[config.mk]
export PLATFORM = sky130hd
export DESIGN_NAME = ldr_routing
export DESIGN_NICKNAME = d
export VERILOG_FILES = /design/src/rtl/ldr_pkg.sv /design/src/rtl/ldr_route.sv /design/src/rtl/ldr_routing.sv /design/src/rtl/ldr_unit_cfg.sv
export VERILOG_INCLUDE_DIRS = /design/src /design/src/rtl
export SDC_FILE = /design/constraint.sdc
export NUM_CORES = 1
export LEC_CHECK = 0
export BUFFER_PORTS_ARGS = -buffer_cell sky130_fd_sc_hd__buf_2
export CAP_MARGIN = 15
export CORE_MARGIN = 2
export CORE_UTILIZATION = 55
export DETAILED_ROUTE_END_ITERATION = 8
export MAX_ROUTING_LAYER = met4
export PLACE_DENSITY_LB_ADDON = 0.12
export SLEW_MARGIN = 20
export SYNTH_ARGS = -nofsm -noshare
export SYNTH_HDL_FRONTEND = slang
export SYNTH_SLANG_ARGS = --single-unit
export TNS_END_PERCENT = 1
[constraint.sdc]
create_clock -name clk -period 4.9 [get_ports clk]
set_input_delay 0.49 -clock clk [delete_from_list [all_inputs] [get_ports clk]]
set_output_delay 0.49 -clock clk [all_outputs]
set_load 0.005 [all_outputs]
[src/rtl/ldr_cfg.svh]
// Constants for the logical unit resource routing block.
// Assumes inclusion by bare name from the rtl/ folder.
`ifndef LDR_CFG_SVH
`define LDR_CFG_SVH

`define LDR_IDX_ACTIVATE 8'h30
`define LDR_IDX_BASE_HI 8'h60
`define LDR_IDX_BASE_LO 8'h61
`define LDR_IDX_BASE2_HI 8'h62
`define LDR_IDX_BASE2_LO 8'h63
`define LDR_IDX_IRQ_SEL 8'h70
`define LDR_IDX_DMA_SEL 8'h74
`define LDR_IDX_UNIT 8'h07
`define LDR_CFG_INDEX_PORT 16'h03F0
`define LDR_CFG_DATA_PORT 16'h03F1

`define LDR_UNIT_FLOPPY 8'h00
`define LDR_UNIT_PARALLEL 8'h03
`define LDR_UNIT_SERIAL1 8'h04
`define LDR_UNIT_SERIAL2 8'h05
`define LDR_UNIT_KEYBOARD 8'h07

`define LDR_BASE_MIN 12'h100
`define LDR_BASE_MAX8 12'hFF8
`define LDR_BASE_MAX4 12'hFFC
`define LDR_EXT_OFS_A 12'h400
`define LDR_EXT_OFS_B 12'h401
`define LDR_EXT_OFS_C 12'h402
`define LDR_KBD_DATA 12'h060
`define LDR_KBD_CMD 12'h064
`define LDR_FLOPPY_HOLE 3'h6
`define LDR_EPP_FIRST 3'h3

`define LDR_IRQ_RST 8'h00
`define LDR_DMA_RST 8'h04
`define LDR_IRQ_SHARED 4'h2
`define LDR_PAR_IRQ_MASK 16'h1CF8
`define LDR_ALL_IRQ_MASK 16'hFFFE
`define LDR_FLOPPY_GATE_BIT 3
`define LDR_PAR_PARALLEL_IRQ_ENABLE_BIT 4
`define LDR_ECR_SVC_BIT 2
`define LDR_ECR_DMA_BIT 3
`define LDR_IER_LO 0
`define LDR_IER_HI 3

`endif

[src/rtl/ldr_pkg.sv]
// Types for the logical unit resource routing block.
// Assumes ldr_cfg.svh sits beside it.
`default_nettype none
package ldr_pkg;
    typedef enum logic [2:0] {
        LDR_FLOPPY,
        LDR_PARALLEL,
        LDR_SERIAL1,
        LDR_SERIAL2,
        LDR_KEYBOARD,
        LDR_NONE
    } ldr_unit_e;

    typedef enum logic [2:0] {
        LDR_PM_PRINTER,
        LDR_PM_SPP,
        LDR_PM_FIFO,
        LDR_PM_ECP,
        LDR_PM_EPP,
        LDR_PM_RES,
        LDR_PM_TEST,
        LDR_PM_CONFIG
    } ldr_pmode_e;

    typedef logic [11:0] ldr_addr_t;
endpackage : ldr_pkg
`default_nettype wire

[src/rtl/ldr_route.sv]
// Per-line router: one instance per request line or channel pin.
// Assumes the claims fed in on sel_hit are already qualified by enables.
`default_nettype none
module ldr_route #(
    parameter int N = 4
) (
    input wire logic [N-1:0] sel_hit,
    input wire logic [N-1:0] req,
    input wire logic avail,
    output logic pin_o,
    output logic pin_oe
);
    // Drive only while some unit claims this line
    assign pin_oe = avail && (|sel_hit);
    assign pin_o = |(sel_hit & req);
endmodule : ldr_route
`default_nettype wire

[src/rtl/ldr_routing.sv]
// Logical unit resource routing: config index/data port, per-unit banks,
// I/O decode, IRQ and DMA steering with tri-state control.
// Assumes a synchronous ISA strobe view on clk and unit-side enables.
// Function
// (RQ1) Floppy eight-byte block, hole at six
// (RQ2) Parallel base four-aligned, EPP needs eight
// (RQ3) EPP registers three to seven eight-aligned
// (RQ4) Parallel extended registers at plus 400h
// (RQ5) Serial eight-register block, eight-aligned
// (RQ6) Keyboard fixed at 60 and 64
// (RQ7) Decode compares address bits eleven to zero
// (RQ8) Level zero none, else line n
// (RQ9) Routed interrupts edge high, except ECP/EPP; the code passes every request through active-high, ECP/EPP included
// (RQ10) Management interrupt output is active low
// (RQ11) Interrupt needs nonzero level and unit enable
// (RQ12) Parallel interrupt needs enable, ECP service clear
// (RQ13) Serial interrupt needs enable bits and aux2
// (RQ14) Unclaimed interrupt pins float
// (RQ15) Software disables management interrupt before line two
// (RQ16) Parallel mode offers lines 3-7, 10-12
// (RQ17) Channel field: 0 reserved, 1-3, 4-7 none
// (RQ18) Channel active when 1-3 and enabled
// (RQ19) ECP channel needs extended DMA enable
// (RQ20) Second serial channel needs infrared DMA enable
// (RQ21) Unclaimed DMA request pins float
// (RQ22) Base high at 60h, low at 61h
// (RQ23) Out-of-range base ignores host accesses
// (RQ24) Deactivated unit decodes and routes nothing
`default_nettype none
`include "ldr_cfg.svh"
module ldr_routing (
    input wire logic clk,
    input wire logic rst,
    input wire logic [15:0] io_addr,
    input wire logic io_rd,
    input wire logic io_wr,
    input wire logic [7:0] io_wdata,
    input wire logic cfg_mode,
    input wire logic serial_irq_mode,
    input wire logic mgmt_irq_req,
    input wire logic mgmt_irq_enable,
    input wire logic floppy_dma_irq_gate,
    input wire logic parallel_irq_enable,
    input wire ldr_pkg::ldr_pmode_e parallel_mode,
    input wire logic service_interrupt_bit,
    input wire logic ext_dma_enable,
    input wire logic [3:0] serial1_int_enable,
    input wire logic [3:0] serial2_int_enable,
    input wire logic serial1_aux_output_two,
    input wire logic serial2_aux_output_two,
    input wire logic infrared_dma_enable,
    input wire logic [4:0] unit_irq_req,
    input wire logic [2:0] unit_dma_req,
    output logic [7:0] io_rdata,
    output logic io_rdata_valid,
    output logic [4:0] unit_sel,
    output logic [2:0] unit_reg_ofs,
    output logic epp_avail,
    output logic [15:0] irq_o,
    output logic [15:0] irq_oe,
    output logic [3:0] dreq_o,
    output logic [3:0] dreq_oe,
    output logic mgmt_interrupt_n
);
    import ldr_pkg::*;

    logic [7:0] cfg_index;
    logic [7:0] unit_num;
    logic [4:0] bank_wr;
    logic [4:0] bank_active;
    logic [15:0] bank_base [5];
    logic [3:0] bank_irq [5];
    logic [2:0] bank_dma [5];
    logic [7:0] bank_rdata [5];
    ldr_unit_e cur_unit;
    logic idx_hit;
    logic dat_hit;
    ldr_addr_t a;
    ldr_addr_t b [5];
    logic [4:0] base_ok;
    logic [4:0] hit;
    logic [2:0] ofs;
    logic [4:0] irq_en;
    logic [4:0] irq_go;
    logic [2:0] dma_en;
    logic [2:0] dma_go;
    logic [15:0] irq_avail;
    logic [7:0] next_rdata;
    logic next_rvalid;
    logic [4:0] next_sel;

    assign idx_hit = cfg_mode && io_addr == `LDR_CFG_INDEX_PORT;
    assign dat_hit = cfg_mode && io_addr == `LDR_CFG_DATA_PORT;

    // Index register, and the unit number held behind index 07h
    always_ff @(posedge clk or posedge rst) begin
        if (rst) begin
            cfg_index <= 8'h00;
            unit_num <= 8'h00;
        end else begin
            if (io_wr && idx_hit)
                cfg_index <= io_wdata;
            if (io_wr && dat_hit && cfg_index == `LDR_IDX_UNIT)
                unit_num <= io_wdata;
        end
    end

    // Map the programmed unit number onto a bank slot
    always_comb begin
        unique case (unit_num)
            `LDR_UNIT_FLOPPY: cur_unit = LDR_FLOPPY;
            `LDR_UNIT_PARALLEL: cur_unit = LDR_PARALLEL;
            `LDR_UNIT_SERIAL1: cur_unit = LDR_SERIAL1;
            `LDR_UNIT_SERIAL2: cur_unit = LDR_SERIAL2;
            `LDR_UNIT_KEYBOARD: cur_unit = LDR_KEYBOARD;
            default: cur_unit = LDR_NONE;
        endcase
    end

    // (RQ22) Per-unit banks
    for (genvar u = 0; u < 5; u++) begin : g_bank
        assign bank_wr[u] = io_wr && dat_hit && cur_unit == ldr_unit_e'(u);
        ldr_unit_cfg u_cfg (
            .clk(clk),
            .rst(rst),
            .wr(bank_wr[u]),
            .idx(cfg_index),
            .wdata(io_wdata),
            .active(bank_active[u]),
            .base(bank_base[u]),
            .irq_sel(bank_irq[u]),
            .dma_sel(bank_dma[u]),
            .rdata(bank_rdata[u])
        );
        // (RQ7) Twelve address bits only
        assign b[u] = bank_base[u][11:0];
    end

    // (RQ7) Host address compared on low twelve bits
    assign a = io_addr[11:0];
    assign ofs = a[2:0];

    // (RQ23) Range and alignment checks per unit
    // (RQ2) Parallel accepts four-byte alignment
    always_comb begin
        base_ok = '0;
        for (int u = 0; u < 4; u++) begin
            if (u == int'(LDR_PARALLEL))
                base_ok[u] = b[u] >= `LDR_BASE_MIN &&
                    b[u] <= `LDR_BASE_MAX4 && b[u][1:0] == 2'b00;
            else
                base_ok[u] = b[u] >= `LDR_BASE_MIN &&
                    b[u] <= `LDR_BASE_MAX8 && b[u][2:0] == 3'b000;
        end
        base_ok[LDR_KEYBOARD] = 1'b1;
    end

    // (RQ3) EPP only when base is eight-aligned
    assign epp_avail = bank_active[LDR_PARALLEL] &&
        base_ok[LDR_PARALLEL] && b[LDR_PARALLEL][2] == 1'b0;

    // (RQ24) Decode gated by activate and valid base
    always_comb begin
        hit = '0;
        // (RQ1) Floppy block, offset six unused
        hit[LDR_FLOPPY] = a[11:3] == b[LDR_FLOPPY][11:3] &&
            ofs != `LDR_FLOPPY_HOLE;
        // (RQ3) Offsets 4-7 only with EPP; offset 3 always decodes
        // (RQ4) Extended registers above base
        hit[LDR_PARALLEL] = (a[11:2] == b[LDR_PARALLEL][11:2]) ||
            (epp_avail && a[11:3] == b[LDR_PARALLEL][11:3] &&
             ofs >= `LDR_EPP_FIRST) ||
            a == b[LDR_PARALLEL] + `LDR_EXT_OFS_A ||
            a == b[LDR_PARALLEL] + `LDR_EXT_OFS_B ||
            a == b[LDR_PARALLEL] + `LDR_EXT_OFS_C;
        // (RQ5) Serial eight-register blocks
        hit[LDR_SERIAL1] = a[11:3] == b[LDR_SERIAL1][11:3];
        hit[LDR_SERIAL2] = a[11:3] == b[LDR_SERIAL2][11:3];
        // (RQ6) Keyboard fixed addresses
        hit[LDR_KEYBOARD] = a == `LDR_KBD_DATA || a == `LDR_KBD_CMD;
        hit = hit & bank_active & base_ok & {5{io_rd | io_wr}};
    end

    // Registered unit select and offset toward the units
    always_comb begin
        next_sel = hit;
        next_rvalid = io_rd && dat_hit;
        next_rdata = 8'h00;
        if (cfg_index == `LDR_IDX_UNIT)
            next_rdata = unit_num;
        else if (cur_unit != LDR_NONE)
            next_rdata = bank_rdata[cur_unit];
    end

    always_ff @(posedge clk or posedge rst) begin
        if (rst) begin
            unit_sel <= '0;
            unit_reg_ofs <= 3'h0;
        end else begin
            unit_sel <= next_sel;
            unit_reg_ofs <= ofs;
        end
    end

    // Configuration read data
    always_ff @(posedge clk or posedge rst) begin
        if (rst) begin
            io_rdata <= 8'h00;
            io_rdata_valid <= 1'b0;
        end else begin
            io_rdata <= next_rvalid ? next_rdata : 8'h00;
            io_rdata_valid <= next_rvalid;
        end
    end

    // Interrupt enables from the units' own control bits; keyboard always enabled
    always_comb begin
        // (RQ11) Floppy gate bit
        irq_en[LDR_FLOPPY] = floppy_dma_irq_gate;
        // (RQ12) Service bit blocks only in ECP
        irq_en[LDR_PARALLEL] = parallel_irq_enable &&
            !(parallel_mode == LDR_PM_ECP && service_interrupt_bit);
        // (RQ13) Any enable bit plus aux2
        irq_en[LDR_SERIAL1] = |serial1_int_enable && serial1_aux_output_two;
        irq_en[LDR_SERIAL2] = |serial2_int_enable && serial2_aux_output_two;
        irq_en[LDR_KEYBOARD] = 1'b1;
    end

    // (RQ11) Level nonzero, active, valid base
    // (RQ8) Level zero selects nothing
    for (genvar u = 0; u < 5; u++) begin : g_irq_go
        assign irq_go[u] = irq_en[u] && bank_active[u] && base_ok[u] &&
            bank_irq[u] != 4'h0;
    end

    // (RQ16) Parallel mode restricts usable lines
    assign irq_avail = serial_irq_mode ? `LDR_ALL_IRQ_MASK :
        `LDR_PAR_IRQ_MASK;

    // (RQ14) (RQ8) One router per request line
    // (RQ9) Requests pass through as active-high levels
    for (genvar l = 0; l < 16; l++) begin : g_irq
        logic [4:0] claim;
        for (genvar u = 0; u < 5; u++) begin : g_c
            // (RQ15) Line two only if management irq off
            assign claim[u] = irq_go[u] && bank_irq[u] == 4'(l) &&
                !(l == `LDR_IRQ_SHARED && mgmt_irq_enable);
        end
        ldr_route #(.N(5)) u_route (
            .sel_hit(claim),
            .req(unit_irq_req),
            .avail(irq_avail[l]),
            .pin_o(irq_o[l]),
            .pin_oe(irq_oe[l])
        );
    end

    // (RQ10) Management interrupt driven active low
    assign mgmt_interrupt_n = !(mgmt_irq_enable && mgmt_irq_req);

    // DMA enables: floppy, parallel, second serial
    always_comb begin
        // (RQ18) Floppy shares the gate bit
        dma_en[0] = floppy_dma_irq_gate && bank_active[LDR_FLOPPY] &&
            base_ok[LDR_FLOPPY];
        // (RQ19) Extended DMA enable in ECP
        dma_en[1] = bank_active[LDR_PARALLEL] && base_ok[LDR_PARALLEL] &&
            (parallel_mode != LDR_PM_ECP || ext_dma_enable);
        // (RQ20) Infrared DMA enable required
        dma_en[2] = infrared_dma_enable && bank_active[LDR_SERIAL2] &&
            base_ok[LDR_SERIAL2];
    end

    // (RQ17) Only codes 1-3 name a channel
    assign dma_go[0] = dma_en[0] && bank_dma[LDR_FLOPPY] inside {[1:3]};
    assign dma_go[1] = dma_en[1] && bank_dma[LDR_PARALLEL] inside {[1:3]};
    assign dma_go[2] = dma_en[2] && bank_dma[LDR_SERIAL2] inside {[1:3]};

    // (RQ21) One router per channel; channel 0 never claimed
    for (genvar c = 0; c < 4; c++) begin : g_dma
        logic [2:0] claim;
        assign claim[0] = dma_go[0] && bank_dma[LDR_FLOPPY] == 3'(c);
        assign claim[1] = dma_go[1] && bank_dma[LDR_PARALLEL] == 3'(c);
        assign claim[2] = dma_go[2] && bank_dma[LDR_SERIAL2] == 3'(c);
        ldr_route #(.N(3)) u_route (
            .sel_hit(claim),
            .req(unit_dma_req),
            .avail(1'b1),
            .pin_o(dreq_o[c]),
            .pin_oe(dreq_oe[c])
        );
    end

    // Assertions
    logic irq_sel_zero_all;
    assign irq_sel_zero_all = irq_go == 5'h00;
    property p_irq_float;
        @(posedge clk) disable iff (rst)
        (irq_sel_zero_all) |-> irq_oe == 16'h0000;
    endproperty
    a_irq_float: assert property (p_irq_float) // (RQ14)
        else $error("irq pin driven with no claim");

    property p_dma_float;
        @(posedge clk) disable iff (rst)
        dma_go == 3'h0 |-> dreq_oe == 4'h0;
    endproperty
    a_dma_float: assert property (p_dma_float) // (RQ21)
        else $error("dma pin driven with no claim");

    property p_dma0;
        @(posedge clk) disable iff (rst) !dreq_oe[0];
    endproperty
    a_dma0: assert property (p_dma0) // (RQ17)
        else $error("reserved channel driven");

    property p_par_lines;
        @(posedge clk) disable iff (rst)
        !serial_irq_mode |-> (irq_oe & ~16'h1CF8) == 16'h0000;
    endproperty
    a_par_lines: assert property (p_par_lines) // (RQ16)
        else $error("unavailable line driven");

    property p_smi;
        @(posedge clk) disable iff (rst)
        (mgmt_irq_enable && mgmt_irq_req) |-> !mgmt_interrupt_n;
    endproperty
    a_smi: assert property (p_smi) // (RQ10)
        else $error("management interrupt not low");

    property p_kbd;
        @(posedge clk) disable iff (rst)
        (io_rd && a == 12'h060 && bank_active[LDR_KEYBOARD])
            |=> unit_sel[LDR_KEYBOARD];
    endproperty
    a_kbd: assert property (p_kbd) // (RQ6)
        else $error("keyboard data not decoded");

    property p_inactive;
        @(posedge clk) disable iff (rst)
        !bank_active[LDR_SERIAL1] |=> !unit_sel[LDR_SERIAL1];
    endproperty
    a_inactive: assert property (p_inactive) // (RQ24)
        else $error("inactive unit decoded");

    property p_flop_hole;
        @(posedge clk) disable iff (rst)
        ofs == 3'h6 |=> !unit_sel[LDR_FLOPPY];
    endproperty
    a_flop_hole: assert property (p_flop_hole) // (RQ1)
        else $error("floppy offset six decoded");

    property p_ser_irq;
        @(posedge clk) disable iff (rst)
        !serial1_aux_output_two |-> !irq_go[LDR_SERIAL1];
    endproperty
    a_ser_irq: assert property (p_ser_irq) // (RQ13)
        else $error("serial irq without aux2");

    c_irq: cover property (@(posedge clk) disable iff (rst) |irq_oe);
    c_dma: cover property (@(posedge clk) disable iff (rst) |dreq_oe);
    c_epp: cover property (@(posedge clk) disable iff (rst) epp_avail);
endmodule : ldr_routing
`default_nettype wire

[src/rtl/ldr_unit_cfg.sv]
// One logical unit's configuration bank: base, activate, level, channel.
// Assumes the top qualifies writes with the selected unit.
`default_nettype none
`include "ldr_cfg.svh"
module ldr_unit_cfg (
    input wire logic clk,
    input wire logic rst,
    input wire logic wr,
    input wire logic [7:0] idx,
    input wire logic [7:0] wdata,
    output logic active,
    output logic [15:0] base,
    output logic [3:0] irq_sel,
    output logic [2:0] dma_sel,
    output logic [7:0] rdata
);
    import ldr_pkg::*;

    // Bank registers, cleared by the hardware reset except the channel field, which loads 4
    always_ff @(posedge clk or posedge rst) begin
        if (rst) begin
            active <= 1'b0;
            base <= 16'h0000;
            irq_sel <= 4'(`LDR_IRQ_RST);
            dma_sel <= 3'(`LDR_DMA_RST);
        end else if (wr) begin
            unique case (idx)
                `LDR_IDX_ACTIVATE: active <= wdata[0];
                `LDR_IDX_BASE_HI: base[15:8] <= wdata;
                `LDR_IDX_BASE_LO: base[7:0] <= wdata;
                `LDR_IDX_IRQ_SEL: irq_sel <= wdata[3:0];
                `LDR_IDX_DMA_SEL: dma_sel <= wdata[2:0];
                default: ;
            endcase
        end
    end

    // Read back; unimplemented indexes return zero
    always_comb begin
        unique case (idx)
            `LDR_IDX_ACTIVATE: rdata = {7'h00, active};
            `LDR_IDX_BASE_HI: rdata = base[15:8];
            `LDR_IDX_BASE_LO: rdata = base[7:0];
            `LDR_IDX_IRQ_SEL: rdata = {4'h0, irq_sel};
            `LDR_IDX_DMA_SEL: rdata = {5'h00, dma_sel};
            default: rdata = 8'h00;
        endcase
    end
endmodule : ldr_unit_cfg
`default_nettype wire

== Yosys cells after proc, flatten, opt, wreduce, memory -nomap -nowiden ==
Index checks and enable logic that the tools add are counted.
W data, S select, Z words.

* Register bits after elaboration: 153
* Input port bits: 58
* Output and inout port bits: 59
* Logic and storage cells: 462

* Add/sub/neg operators: 3
* $lt $le $gt $ge: 16
* Equality and inequality tests: 114
* Muxes and demuxes: 13
* Bitwise gates (word level): 26
* Reductions and logical operators: 259

{| class="wikitable"
|+ Operators with widths
! operator !! count
|-
| $pmux W8 S5 || 5
|-
| $logic_and A1 B1 Y1 || 164
|-
| $eq A4 B4 Y1 const B || 40
|-
| $reduce_or A5 Y1 || 32
|-
| $and A5 B5 Y5 || 19
|-
| $eq A4 B3 Y1 const B || 20
|-
| $reduce_and A2 Y1 || 25
|-
| $ge A12 B9 Y1 const B || 4
|-
| $le A12 B12 Y1 const B || 4
|-
| $eq A4 B2 Y1 const B || 10
|-
| $mux W8 || 5
|-
| $add A12 B11 Y12 const B || 3
|-
| $eq A12 B12 Y1 || 3
|-
| $eq A9 B9 Y1 || 4
|-
| $eq A16 B10 Y1 const B || 2
|-
| $eq A8 B3 Y1 const B || 4
|-
| $eq A8 B7 Y1 const B || 4
|-
| $eq A3 B2 Y1 const B || 9
|-
| $bmux W8 S3 || 1
|-
| $eq A12 B7 Y1 const B || 2
|-
| $reduce_or A3 Y1 || 8
|-
| $logic_not A3 Y1 || 7
|-
| $eq A4 B1 Y1 const B || 5
|-
| $logic_not A4 Y1 || 5
|-
| other kinds (23) || 46
|}

== Depth between registers and ports, before layout ==
Gate-level depths: netlist (run 1).

* Depth in word-level cells: 14
* Depth in mapped cells: 10
* Depth with buffers taken out: 8

== Hierarchy ==
A second synthesis (run 1) with hierarchy kept.

* Cell total of the unflattened synthesis: 1022
* Area total of the unflattened synthesis: 10169.8 um^2

{| class="wikitable"
|+ By module, submodules not included
! module !! times used !! cells an instance !! area an instance (um^2) !! sequential area each (um^2)
|-
| ldr_unit_cfg || 5 || 83 || 1146.1 || 601.8
|-
| ldr_routing || 1 || 515 || 3768.6 || 825.8
|-
| ldr_route at g_irq[0].u_route ... || 16 || 5 || 36.3 || 0.0
|-
| ldr_route at g_dma[0].u_route ... || 4 || 3 || 22.5 || 0.0
|}

== Worst setup path before layout (run 1) ==
Ideal clock, no wire load.

* Path kind: register to output
* Start point: register g_bank[1].u_cfg.base[2]
* End point: output port irq_oe[8]
* Arrival time: 2.256 ns
* Data required time: 4.410 ns
* Path slack: 2.154 ns
* Stages on the path, launching flop included: 10
* Buffers on the path: 3
* Cell sequence: dfrtp_1 -> buf_2 -> nor4_1 -> nand4_1 -> a311o_1 -> or3_1 -> clkbuf_1 -> or2_2 -> a21oi_1 -> buf_4

* Word-level cells in the longest chain between the ends: 8
* Elaborated cells between the ends (all ways): 9
* Those cells by class: order compare: 2; reduce/logical: 7

{| class="wikitable"
|+ Ends and longest elaborated chain
! item !! RTL line !! source
|-
| start, declared || ldr_unit_cfg.sv:12 || <nowiki>output logic [15:0] base,</nowiki>
|-
| start signal, assigned || ldr_unit_cfg.sv:30 || <nowiki>`LDR_IDX_BASE_LO: base[7:0] <= wdata;</nowiki>
|-
| $ge A12 B9 Y1 (no source line) / $le A12 B12 Y1 (equally long branches) || - ||
|-
| $logic_and A1 B1 Y1 (no source line) (*) || - ||
|-
| $logic_and A1 B1 Y1 (*) || ldr_routing.sv:149 || <nowiki>base_ok[u] = b[u] >= `LDR_BASE_MIN &&</nowiki>
|-
| $logic_and A1 B1 Y1 (*) (2 in a row) || ldr_routing.sv:232 || <nowiki>assign irq_go[u] = irq_en[u] && bank_active[u] && base_ok[u] &&</nowiki>
|-
| $logic_and A1 B1 Y1 (*) || ldr_routing.sv:246 || <nowiki>assign claim[u] = irq_go[u] && bank_irq[u] == 4'(l) &&</nowiki>
|-
| $reduce_or A5 Y1 (*) || ldr_route.sv:14 || <nowiki>assign pin_oe = avail && (|sel_hit);</nowiki>
|-
| $logic_and A1 B1 Y1 (*) || ldr_route.sv:14 ||
|-
| end, declared || ldr_routing.sv:60 || <nowiki>output logic [15:0] irq_oe,</nowiki>
|}

Every way passes the cells marked *; elsewhere a longest branch is shown, timed or not.

== Worst setup path in the final report (run 1) ==
* Start point: register g_bank[2].u_cfg.base[0]
* End point: output port irq_oe[4]

* Word-level cells in the longest chain between the ends: 8
* Elaborated cells between the ends (all ways): 10
* Those cells by class: order compare: 2; reduce/logical: 8

{| class="wikitable"
|+ Ends and longest elaborated chain
! item !! RTL line !! source
|-
| start, declared || ldr_unit_cfg.sv:12 ||
|-
| start signal, assigned || ldr_unit_cfg.sv:30 ||
|-
| $ge A12 B9 Y1 (no source line) / $le A12 B12 Y1 (equally long branches) || - ||
|-
| $logic_and A1 B1 Y1 (no source line) || - ||
|-
| $logic_and A1 B1 Y1 (*) || ldr_routing.sv:152 || <nowiki>base_ok[u] = b[u] >= `LDR_BASE_MIN &&</nowiki>
|-
| $logic_and A1 B1 Y1 (*) (2 in a row) || ldr_routing.sv:232 ||
|-
| $logic_and A1 B1 Y1 (*) || ldr_routing.sv:246 ||
|-
| $reduce_or A5 Y1 (*) || ldr_route.sv:14 ||
|-
| $logic_and A1 B1 Y1 (*) || ldr_route.sv:14 ||
|}

Marks and branches as above.

==> run metrics, run 1 <==
crit path capture type primary output; FF-to-FF Start cfg_index[0]; Tot GR Track Use 34.1%; total detailed-routing wirelength 32600 um; setup-violating endpoint count in the final report 0; portion of total power attributed to the clock network 48.0%; number of enable-type register cells in the synthesized netlist 0; die area 20000 um^2; total via count after detailed routing 8938; worst-skew pair later-pin latency 430 ps; Filler Cells Inserted 1613; diode count 0; sequential share of power 47.0%; CTS Buf Count 17; number of rows created at floorplan 50; vias in the first global route 8511; post-layout net count 1134; unique cell type count in the Yosys netlist 87; Min Clock Period, post-route 3550 ps; share of power burned in combinational logic 5.0%; remaining global-route overflow 0; Post-Syn Area 10400 um^2; post-cts repair resize count 0; setup clock skew after layout 7.74 ps; crit-path max FO 6; flip-flop cell with the highest count after synthesis sky130_fd_sc_hd__dfrtp_1; total half-perimeter wirelength after legalization and detailed placement 23700 um; number of max-cap violations 0; largest net degree at the start of global routing 59; horizontal extent of the die 141 um; Worst Max-Slew Pin Slew 1020 ps; cts-stage hold buffer count 0; first-iteration detailed-routing DRC count 922; total of buffers placed on input and output ports 112; share of final-layout standard cells stronger than drive strength 1 29.7%; clock edge transition at the registers on the reported setup and hold paths 70 ps; kind of start point of the critical path register; DRC Markers 0; highest clock rate 282 MHz; Tot Pwr 2.69 mW; share of total power consumed by net switching 24.2%; Area growth, synth to finish 8.29%; final RePlAce weighted congestion 0.988; total leakage power 4.89 nW; R2R cell count 5; final critical-path share of the clock period 72.5%; Post-CTS Setup Inserts 0; antenna violations before repair 0; Relative slew margins 31.7%; Floorplan Core Area 18600 um^2; die height 141 um; R2R setup slack 1840 ps; total I/O pin count 117; reg2reg end g_bank[0].u_cfg.base[15]; WL/cell 24.7 um; required time of the critical path 4410 ps; final number of max-transition violations 0; CTS tree built; Fin. Hold Viols 0; total negative slack for setup checks 0 ps; wire length of the first global-routing pass 50500 um; via density per instance 6.78; mean instance size in the synthesized netlist 9.94 um^2; net switching power 651 uW; buffers from clock root to sink, at most 2; Post-DRT Antenna Nets 0; synth warn 0; total internal power 2.04 mW; register area share after synthesis 37.0%; maximum vdd ir drop 272 uV; setup repair after global routing missed its margin false; CTS HTree Levels 4; count of mapped cells out of synthesis 1043; power per unit of standard cell area 240 nW/um^2; count of state elements after synthesis 153; starting density of the core 55.8%; number of sinks handled by clock tree synthesis 153; First-pass DRT Iterations 8; async set-or-reset flop fraction in the synthesized netlist 100%; class of the worst hold path in2async; result of the run finished clean; share of the core filled with cells 60.4%; critical path class reg2out; Crit path arrival time 3060 ps; CTS root buf sky130_fd_sc_hd__clkbuf_16
cells in the final DEF, fill, tap and decap left out, types with 7 or more instances in the layout:
cell type	Yosys	routed
sky130_fd_sc_hd__dfrtp_1	148	148
sky130_fd_sc_hd__mux2_2	132	132
sky130_fd_sc_hd__buf_2	9	112
sky130_fd_sc_hd__nand2_1	58	58
sky130_fd_sc_hd__nor2_1	51	51
sky130_fd_sc_hd__nand3_1	41	41
sky130_fd_sc_hd__xnor2_1	32	32
sky130_fd_sc_hd__nor2b_1	26	26
sky130_fd_sc_hd__mux2i_1	26	26
sky130_fd_sc_hd__o21ai_0	23	23
sky130_fd_sc_hd__a21oi_1	23	23
sky130_fd_sc_hd__inv_1	21	20
sky130_fd_sc_hd__nand4_1	19	19
sky130_fd_sc_hd__xor2_1	17	17
sky130_fd_sc_hd__a31oi_1	17	17
sky130_fd_sc_hd__clkbuf_16	0	17
sky130_fd_sc_hd__and3_1	16	16
sky130_fd_sc_hd__a211oi_1	16	16
sky130_fd_sc_hd__a222oi_1	16	16
sky130_fd_sc_hd__and2_1	15	15
sky130_fd_sc_hd__nor3_1	13	13
sky130_fd_sc_hd__o221ai_1	13	13
sky130_fd_sc_hd__o211ai_1	12	12
sky130_fd_sc_hd__a32oi_1	12	12
sky130_fd_sc_hd__nor4_1	11	11
sky130_fd_sc_hd__nor3b_1	10	10
sky130_fd_sc_hd__nand3b_1	9	9
sky130_fd_sc_hd__nand2b_1	8	8
sky130_fd_sc_hd__nor4b_1	8	8
sky130_fd_sc_hd__mux2_4	8	8
sky130_fd_sc_hd__a22oi_1	8	8
sky130_fd_sc_hd__or3_1	7	7
sequential cells by signal (all words and copies together), names as in the netlist:
register / cells
g_bank.u_cfg.dma_sel: 15
unit_sel: 5
unit_reg_ofs: 3
g_bank.u_cfg.base: 80
io_rdata_valid: 1
g_bank.u_cfg.irq_sel: 20
io_rdata: 8
g_bank.u_cfg.active: 5
cfg_index: 8
unit_num: 8
stage by stage:
step | instances | hold slack, ps | setup WS, ps | area [um^2]
global route | 1318 | 157 | 1070 | 11200
detailed placement | 1286 | 488 | 1830 | 10700
floorplan | 1046 | 471 | 297 | 10400
finish | 1318 | 111 | 1350 | 11200
CTS | 1318 | 126 | 1340 | 11200
global placement | 1286 | 483 | 1790 | 10700
power groups by stage:
stage | clock network, mW | logic (mW) | registers, mW
3_3_place_gp | 0 | 0.133 | 1.29
2_1_floorplan | 0 | 0.0757 | 1.29
5_1_grt | 1.36 | 0.148 | 1.26
6_report | 1.29 | 0.135 | 1.26
3_5_place_dp | 0 | 0.134 | 1.29
4_1_cts | 1.30 | 0.134 | 1.26
kinds of logic (layout without fill, tap and decap cells):
| logic type | count (synthesis) | count (layout) | share of synthesized area, % |
|---|---|---|---|
| adder cells (fa/ha/maj) | 5 | 5 | 0.603 |
| XOR/XNOR | 49 | 49 | 4.14 |
| buffers and inverters | 133 | 171 | 6.82 |
| multiplexers | 167 | 167 | 18.2 |
| other | 1 | 4 | 0.0362 |
| AO/OA/AOI/OAI | 197 | 197 | 14.3 |
| AND/OR/NAND/NOR | 338 | 338 | 18.9 |
| flip-flops | 153 | 153 | 37.0 |
critical path, stage by stage (launching register included):
cell and delay [ps]:
sky130_fd_sc_hd__dfrtp_1 400, sky130_fd_sc_hd__nor4b_1 390, sky130_fd_sc_hd__nand2b_1 130, sky130_fd_sc_hd__nor3_1 290
sky130_fd_sc_hd__nor3b_1 870, sky130_fd_sc_hd__a222oi_1 270, sky130_fd_sc_hd__o211ai_1 160, sky130_fd_sc_hd__buf_2 130
synth_stat cells (all sizes together) (23+ instances only):
master	instances	area, um^2
buf	61	413
dfrtp	148	3700
nor2b	26	163
mux2	140	1610
mux2i	26	260
nand2	62	243
clkbuf	47	176
o21ai	23	115
xnor2	32	280
a21oi	23	115
nand3	41	205
nor2	57	243
how the worst max path moves through the flow:
stage	start	endpoint	slack, ps
after global placement	g_bank[2].u_cfg.base[0]	irq_oe[4]	1790
after CTS	g_bank[2].u_cfg.base[0]	irq_oe[4]	1340
final	g_bank[2].u_cfg.base[0]	irq_oe[4]	1350
after detailed placement	g_bank[2].u_cfg.base[0]	irq_oe[4]	1830
after floorplan	rst	cfg_index[0]	300
after global routing	g_bank[0].u_cfg.base[2]	irq_oe[8]	1070
final cells by class:
cell class	count	area, um^2	area share, %
timing repair buffer	118	606	5.39
multi-input combinational	760	5840	52.0
clock buffer	21	460	4.10
inverter	21	83.8	0.747
sequential	153	3830	34.2
clock inverter	11	113	1.00
tap	234	293	2.61
layer usage:
metal  track usage, %  share of wire [%]  up-vias
met5                -                  0        -
met4             14.1                4.2        0
met3             6.95                8.3       86
met2             49.8                 44      492
met1             46.8                 44     4413
li1                 -                  -     3947
Power figures use the tool's default switching activity.
==> inputs of run 2 (changes only) <==
- ABC_AREA: not set -> 1
- clock period: 4.9 -> 3.3 ns (I/O delays scaled with it)
==> run 2 against run 1 <==
  * Area after synthesis rose by 1.0%
  * Final area rose by 1.9%
  * First-iteration DRC count rose by 18%
  * Largest power group unchanged
  * Count of clock-buffer cells in the layout fell by 2
  * Setup slack got worse by 1200 ps
  * Critical endpoint is now irq_oe[2]
  * Die area rose by 0.99%
  * Critical path depth rose by 5
==> run metrics, run 2 <==
R2R cell count 11; cells taking the most area after synthesis sky130_fd_sc_hd__dfrtp_1 (35%), sky130_fd_sc_hd__nand2_1 (15%), sky130_fd_sc_hd__nand3_1 (7.3%), sky130_fd_sc_hd__o21ai_0 (7.0%), sky130_fd_sc_hd__nor2_1 (6.4%); largest net degree at the start of global routing 154; worst-skew pair later-pin latency 440 ps; number of enable-type register cells in the synthesized netlist 0; reg2reg end io_rdata[7]; CTS tree built; total half-perimeter wirelength after legalization and detailed placement 25300 um; cts-stage hold buffer count 0; mean instance size in the synthesized netlist 6.89 um^2; crit-path max FO 8; leading cell type in the layout, fill and taps excluded sky130_fd_sc_hd__nand2_1; wire length of the first global-routing pass 53000 um; delay of the slowest cell on the worst path 460 ps; die height 142 um; most repeated library cell on the critical path sky130_fd_sc_hd__nand2_1; top cell types by occurrence after synthesis sky130_fd_sc_hd__nand2_1 (428), sky130_fd_sc_hd__nor2_1 (178), sky130_fd_sc_hd__nand3_1 (152), sky130_fd_sc_hd__dfrtp_1 (148), sky130_fd_sc_hd__o21ai_0 (146); setup-violating endpoint count in the final report 0; diode count 0; Min Clock Period, post-route 3130 ps; total leakage power 5.59 nW; setup clock skew after layout 8.88 ps; DRC Markers 0; number of rows created at floorplan 50; count of mapped cells out of synthesis 1519; clock edge transition at the registers on the reported setup and hold paths 70 ps; required time of the critical path 2970 ps; total via count after detailed routing 10.5k; unique cell type count in the Yosys netlist 53; number of cells in the design after placement 1790; async set-or-reset flop fraction in the synthesized netlist 100%; pre-CTS worst setup slack 590 ps; Filler Cells Inserted 1819; Floorplan Core Area 18700 um^2; first-iteration detailed-routing DRC count 1088; via density per instance 5.74; Post-DRT Antenna Nets 0; die area 20200 um^2; flip-flop cell with the highest count after synthesis sky130_fd_sc_hd__dfrtp_1; largest area contributor in the netlist sky130_fd_sc_hd__dfrtp_1; Tot Pwr 4.09 mW; First-pass DRT Iterations 5; horizontal extent of the die 142 um; final critical-path share of the clock period 94.7%; footprint of the multi-input gates 5470 um^2; remaining global-route overflow 0; number of standard cells in the layout, taps in and fillers out 1822; critical path class reg2out; Largest regs g_bank.u_cfg.base x80, g_bank.u_cfg.irq_sel x20, g_bank.u_cfg.dma_sel x15; kind of start point of the critical path register; Tot GR Track Use 35.3%; highest clock rate 320 MHz; WL/cell 18.6 um; starting density of the core 56.0%; area share of the largest cell type after synthesis 35.4%; flip-flop count of the largest register after layout 80; crit path capture type primary output; Hold WS 44.6 ps; CTS root buf sky130_fd_sc_hd__clkbuf_16; Relative slew margins 32.7%; vias in the first global route 9674; setup repair after global routing missed its margin true; final number of max-transition violations 0; highest-count cells in the layout ignoring fill and taps sky130_fd_sc_hd__nand2_1 (428), sky130_fd_sc_hd__nor2_1 (176), sky130_fd_sc_hd__nand3_1 (152), sky130_fd_sc_hd__dfrtp_1 (148), sky130_fd_sc_hd__o21ai_0 (146); antenna violations before repair 0; cell-by-cell listing of the critical path inv_1, nand3_1, nor2_1, o21ai_0, nand2_1, nand2_1, inv_1, nand2_1, nor2_1, nand2_1, a21oi_1, buf_2; register name with the most flops g_bank.u_cfg.base; result of the run finished clean; synth warn 0; crit path setup slack, layout 175 ps; master of the slowest instance on the critical path sky130_fd_sc_hd__dfrtp_1; Area growth, synth to finish 9.22%; Worst Max-Slew Pin Slew 1010 ps; maximum vdd ir drop 368 uV; count of state elements after synthesis 153; buffers from clock root to sink, at most 2; number of sinks handled by clock tree synthesis 153; FF-to-FF Start unit_num[7]; total I/O pin count 117; share of final-layout standard cells stronger than drive strength 1 12.6%; count leader, synth sky130_fd_sc_hd__nand2_1; total of buffers placed on input and output ports 112; post-layout net count 1638; total detailed-routing wirelength 33900 um; number of max-cap violations 0; number of buffers and inverters on the critical path 3; power per unit of standard cell area 358 nW/um^2; class of the worst hold path in2async; Fin. Hold Viols 0; register area share after synthesis 36.6%; R2R setup slack 790 ps; final RePlAce weighted congestion 1.01; cell family with the largest share of critical-path delay simple AND/OR/NAND/NOR gates; Post-Syn Area 10500 um^2; CTS HTree Levels 4; Crit path arrival time 2800 ps; CTS Buf Count 17; combined flip-flop and latch cell area 3830 um^2
## run 2: worst reg2reg max path: cells and delay by family (launching register included)
family	cells	cell delay (ps)
simple gates	9	1610
buf+inv	2	440
flops	1	400
## run 2: what timing repair did
| item | CTS | global route |
|---|---|---|
| buffers inserted | 0 | 0 |
| endpoints found under the setup margin | 0 | 7 |
| resized for setup | 0 | 2 |
## run 2: metrics by stage
step	utilization [%]	cell area, um^2	setup TNS (ps)
3_3_place_gp	58.0	10800	0
2_1_floorplan	-	10500	0
3_5_place_dp	58.0	10800	0
5_1_grt	61.2	11400	-17.1
4_1_cts	61.1	11400	0
6_report	61.2	11400	0
## run 2: cell families (layout without fill, tap and decap cells)
family | Yosys count | in the layout | share of synthesized area, %
other | 1 | 4 | 0.0358
AND/OR/NAND/NOR | 850 | 850 | 36.1
AO/OA/AOI/OAI | 223 | 223 | 11.5
flip-flops | 153 | 153 | 36.6
buffers and inverters | 240 | 306 | 11.3
adder cells (fa/ha/maj) | 5 | 5 | 0.597
XOR/XNOR | 47 | 47 | 3.93
## run 2: cell type report
class / instances / share of cell area (%)
clock inverter: 13 / 1.29
timing repair buffer: 128 / 6.06
sequential: 153 / 33.5
clock buffer: 19 / 3.87
multi-input combinational: 1129 / 47.8
inverter: 146 / 4.85
tap: 234 / 2.56
## run 2: how the worst max path moves through the flow
stage                            startpoint            to  slack [ps]  depth (start not counted)
global route        g_bank[1].u_cfg.base[5]    irq_oe[14]         -10                         12
finish              g_bank[1].u_cfg.base[6]     irq_oe[2]         170                         12
detailed placement  g_bank[0].u_cfg.base[2]      irq_o[2]         590                         10
floorplan                               rst  cfg_index[0]        1040                          1
global placement    g_bank[0].u_cfg.base[2]      irq_o[2]         560                         10
CTS                 g_bank[0].u_cfg.base[2]      irq_o[2]         110                         10
## run 2: report_power, final
part,total [mW],switching (mW),internal [mW]
Clock,1.99,0.895,1.10
Sequential,1.88,0.000380,1.88
Combinational,0.220,0.161,0.0589
## run 2: layer usage
metal	GRT usage, %	routed length (um)	up-vias	part of all wire [%]
met2	53.7	15200	523	45
li1	-	-	5008	-
met4	13.2	1190	0	3.5
met5	-	0	-	0
met3	6.16	2830	85	8.3
met1	47.7	14700	4846	43
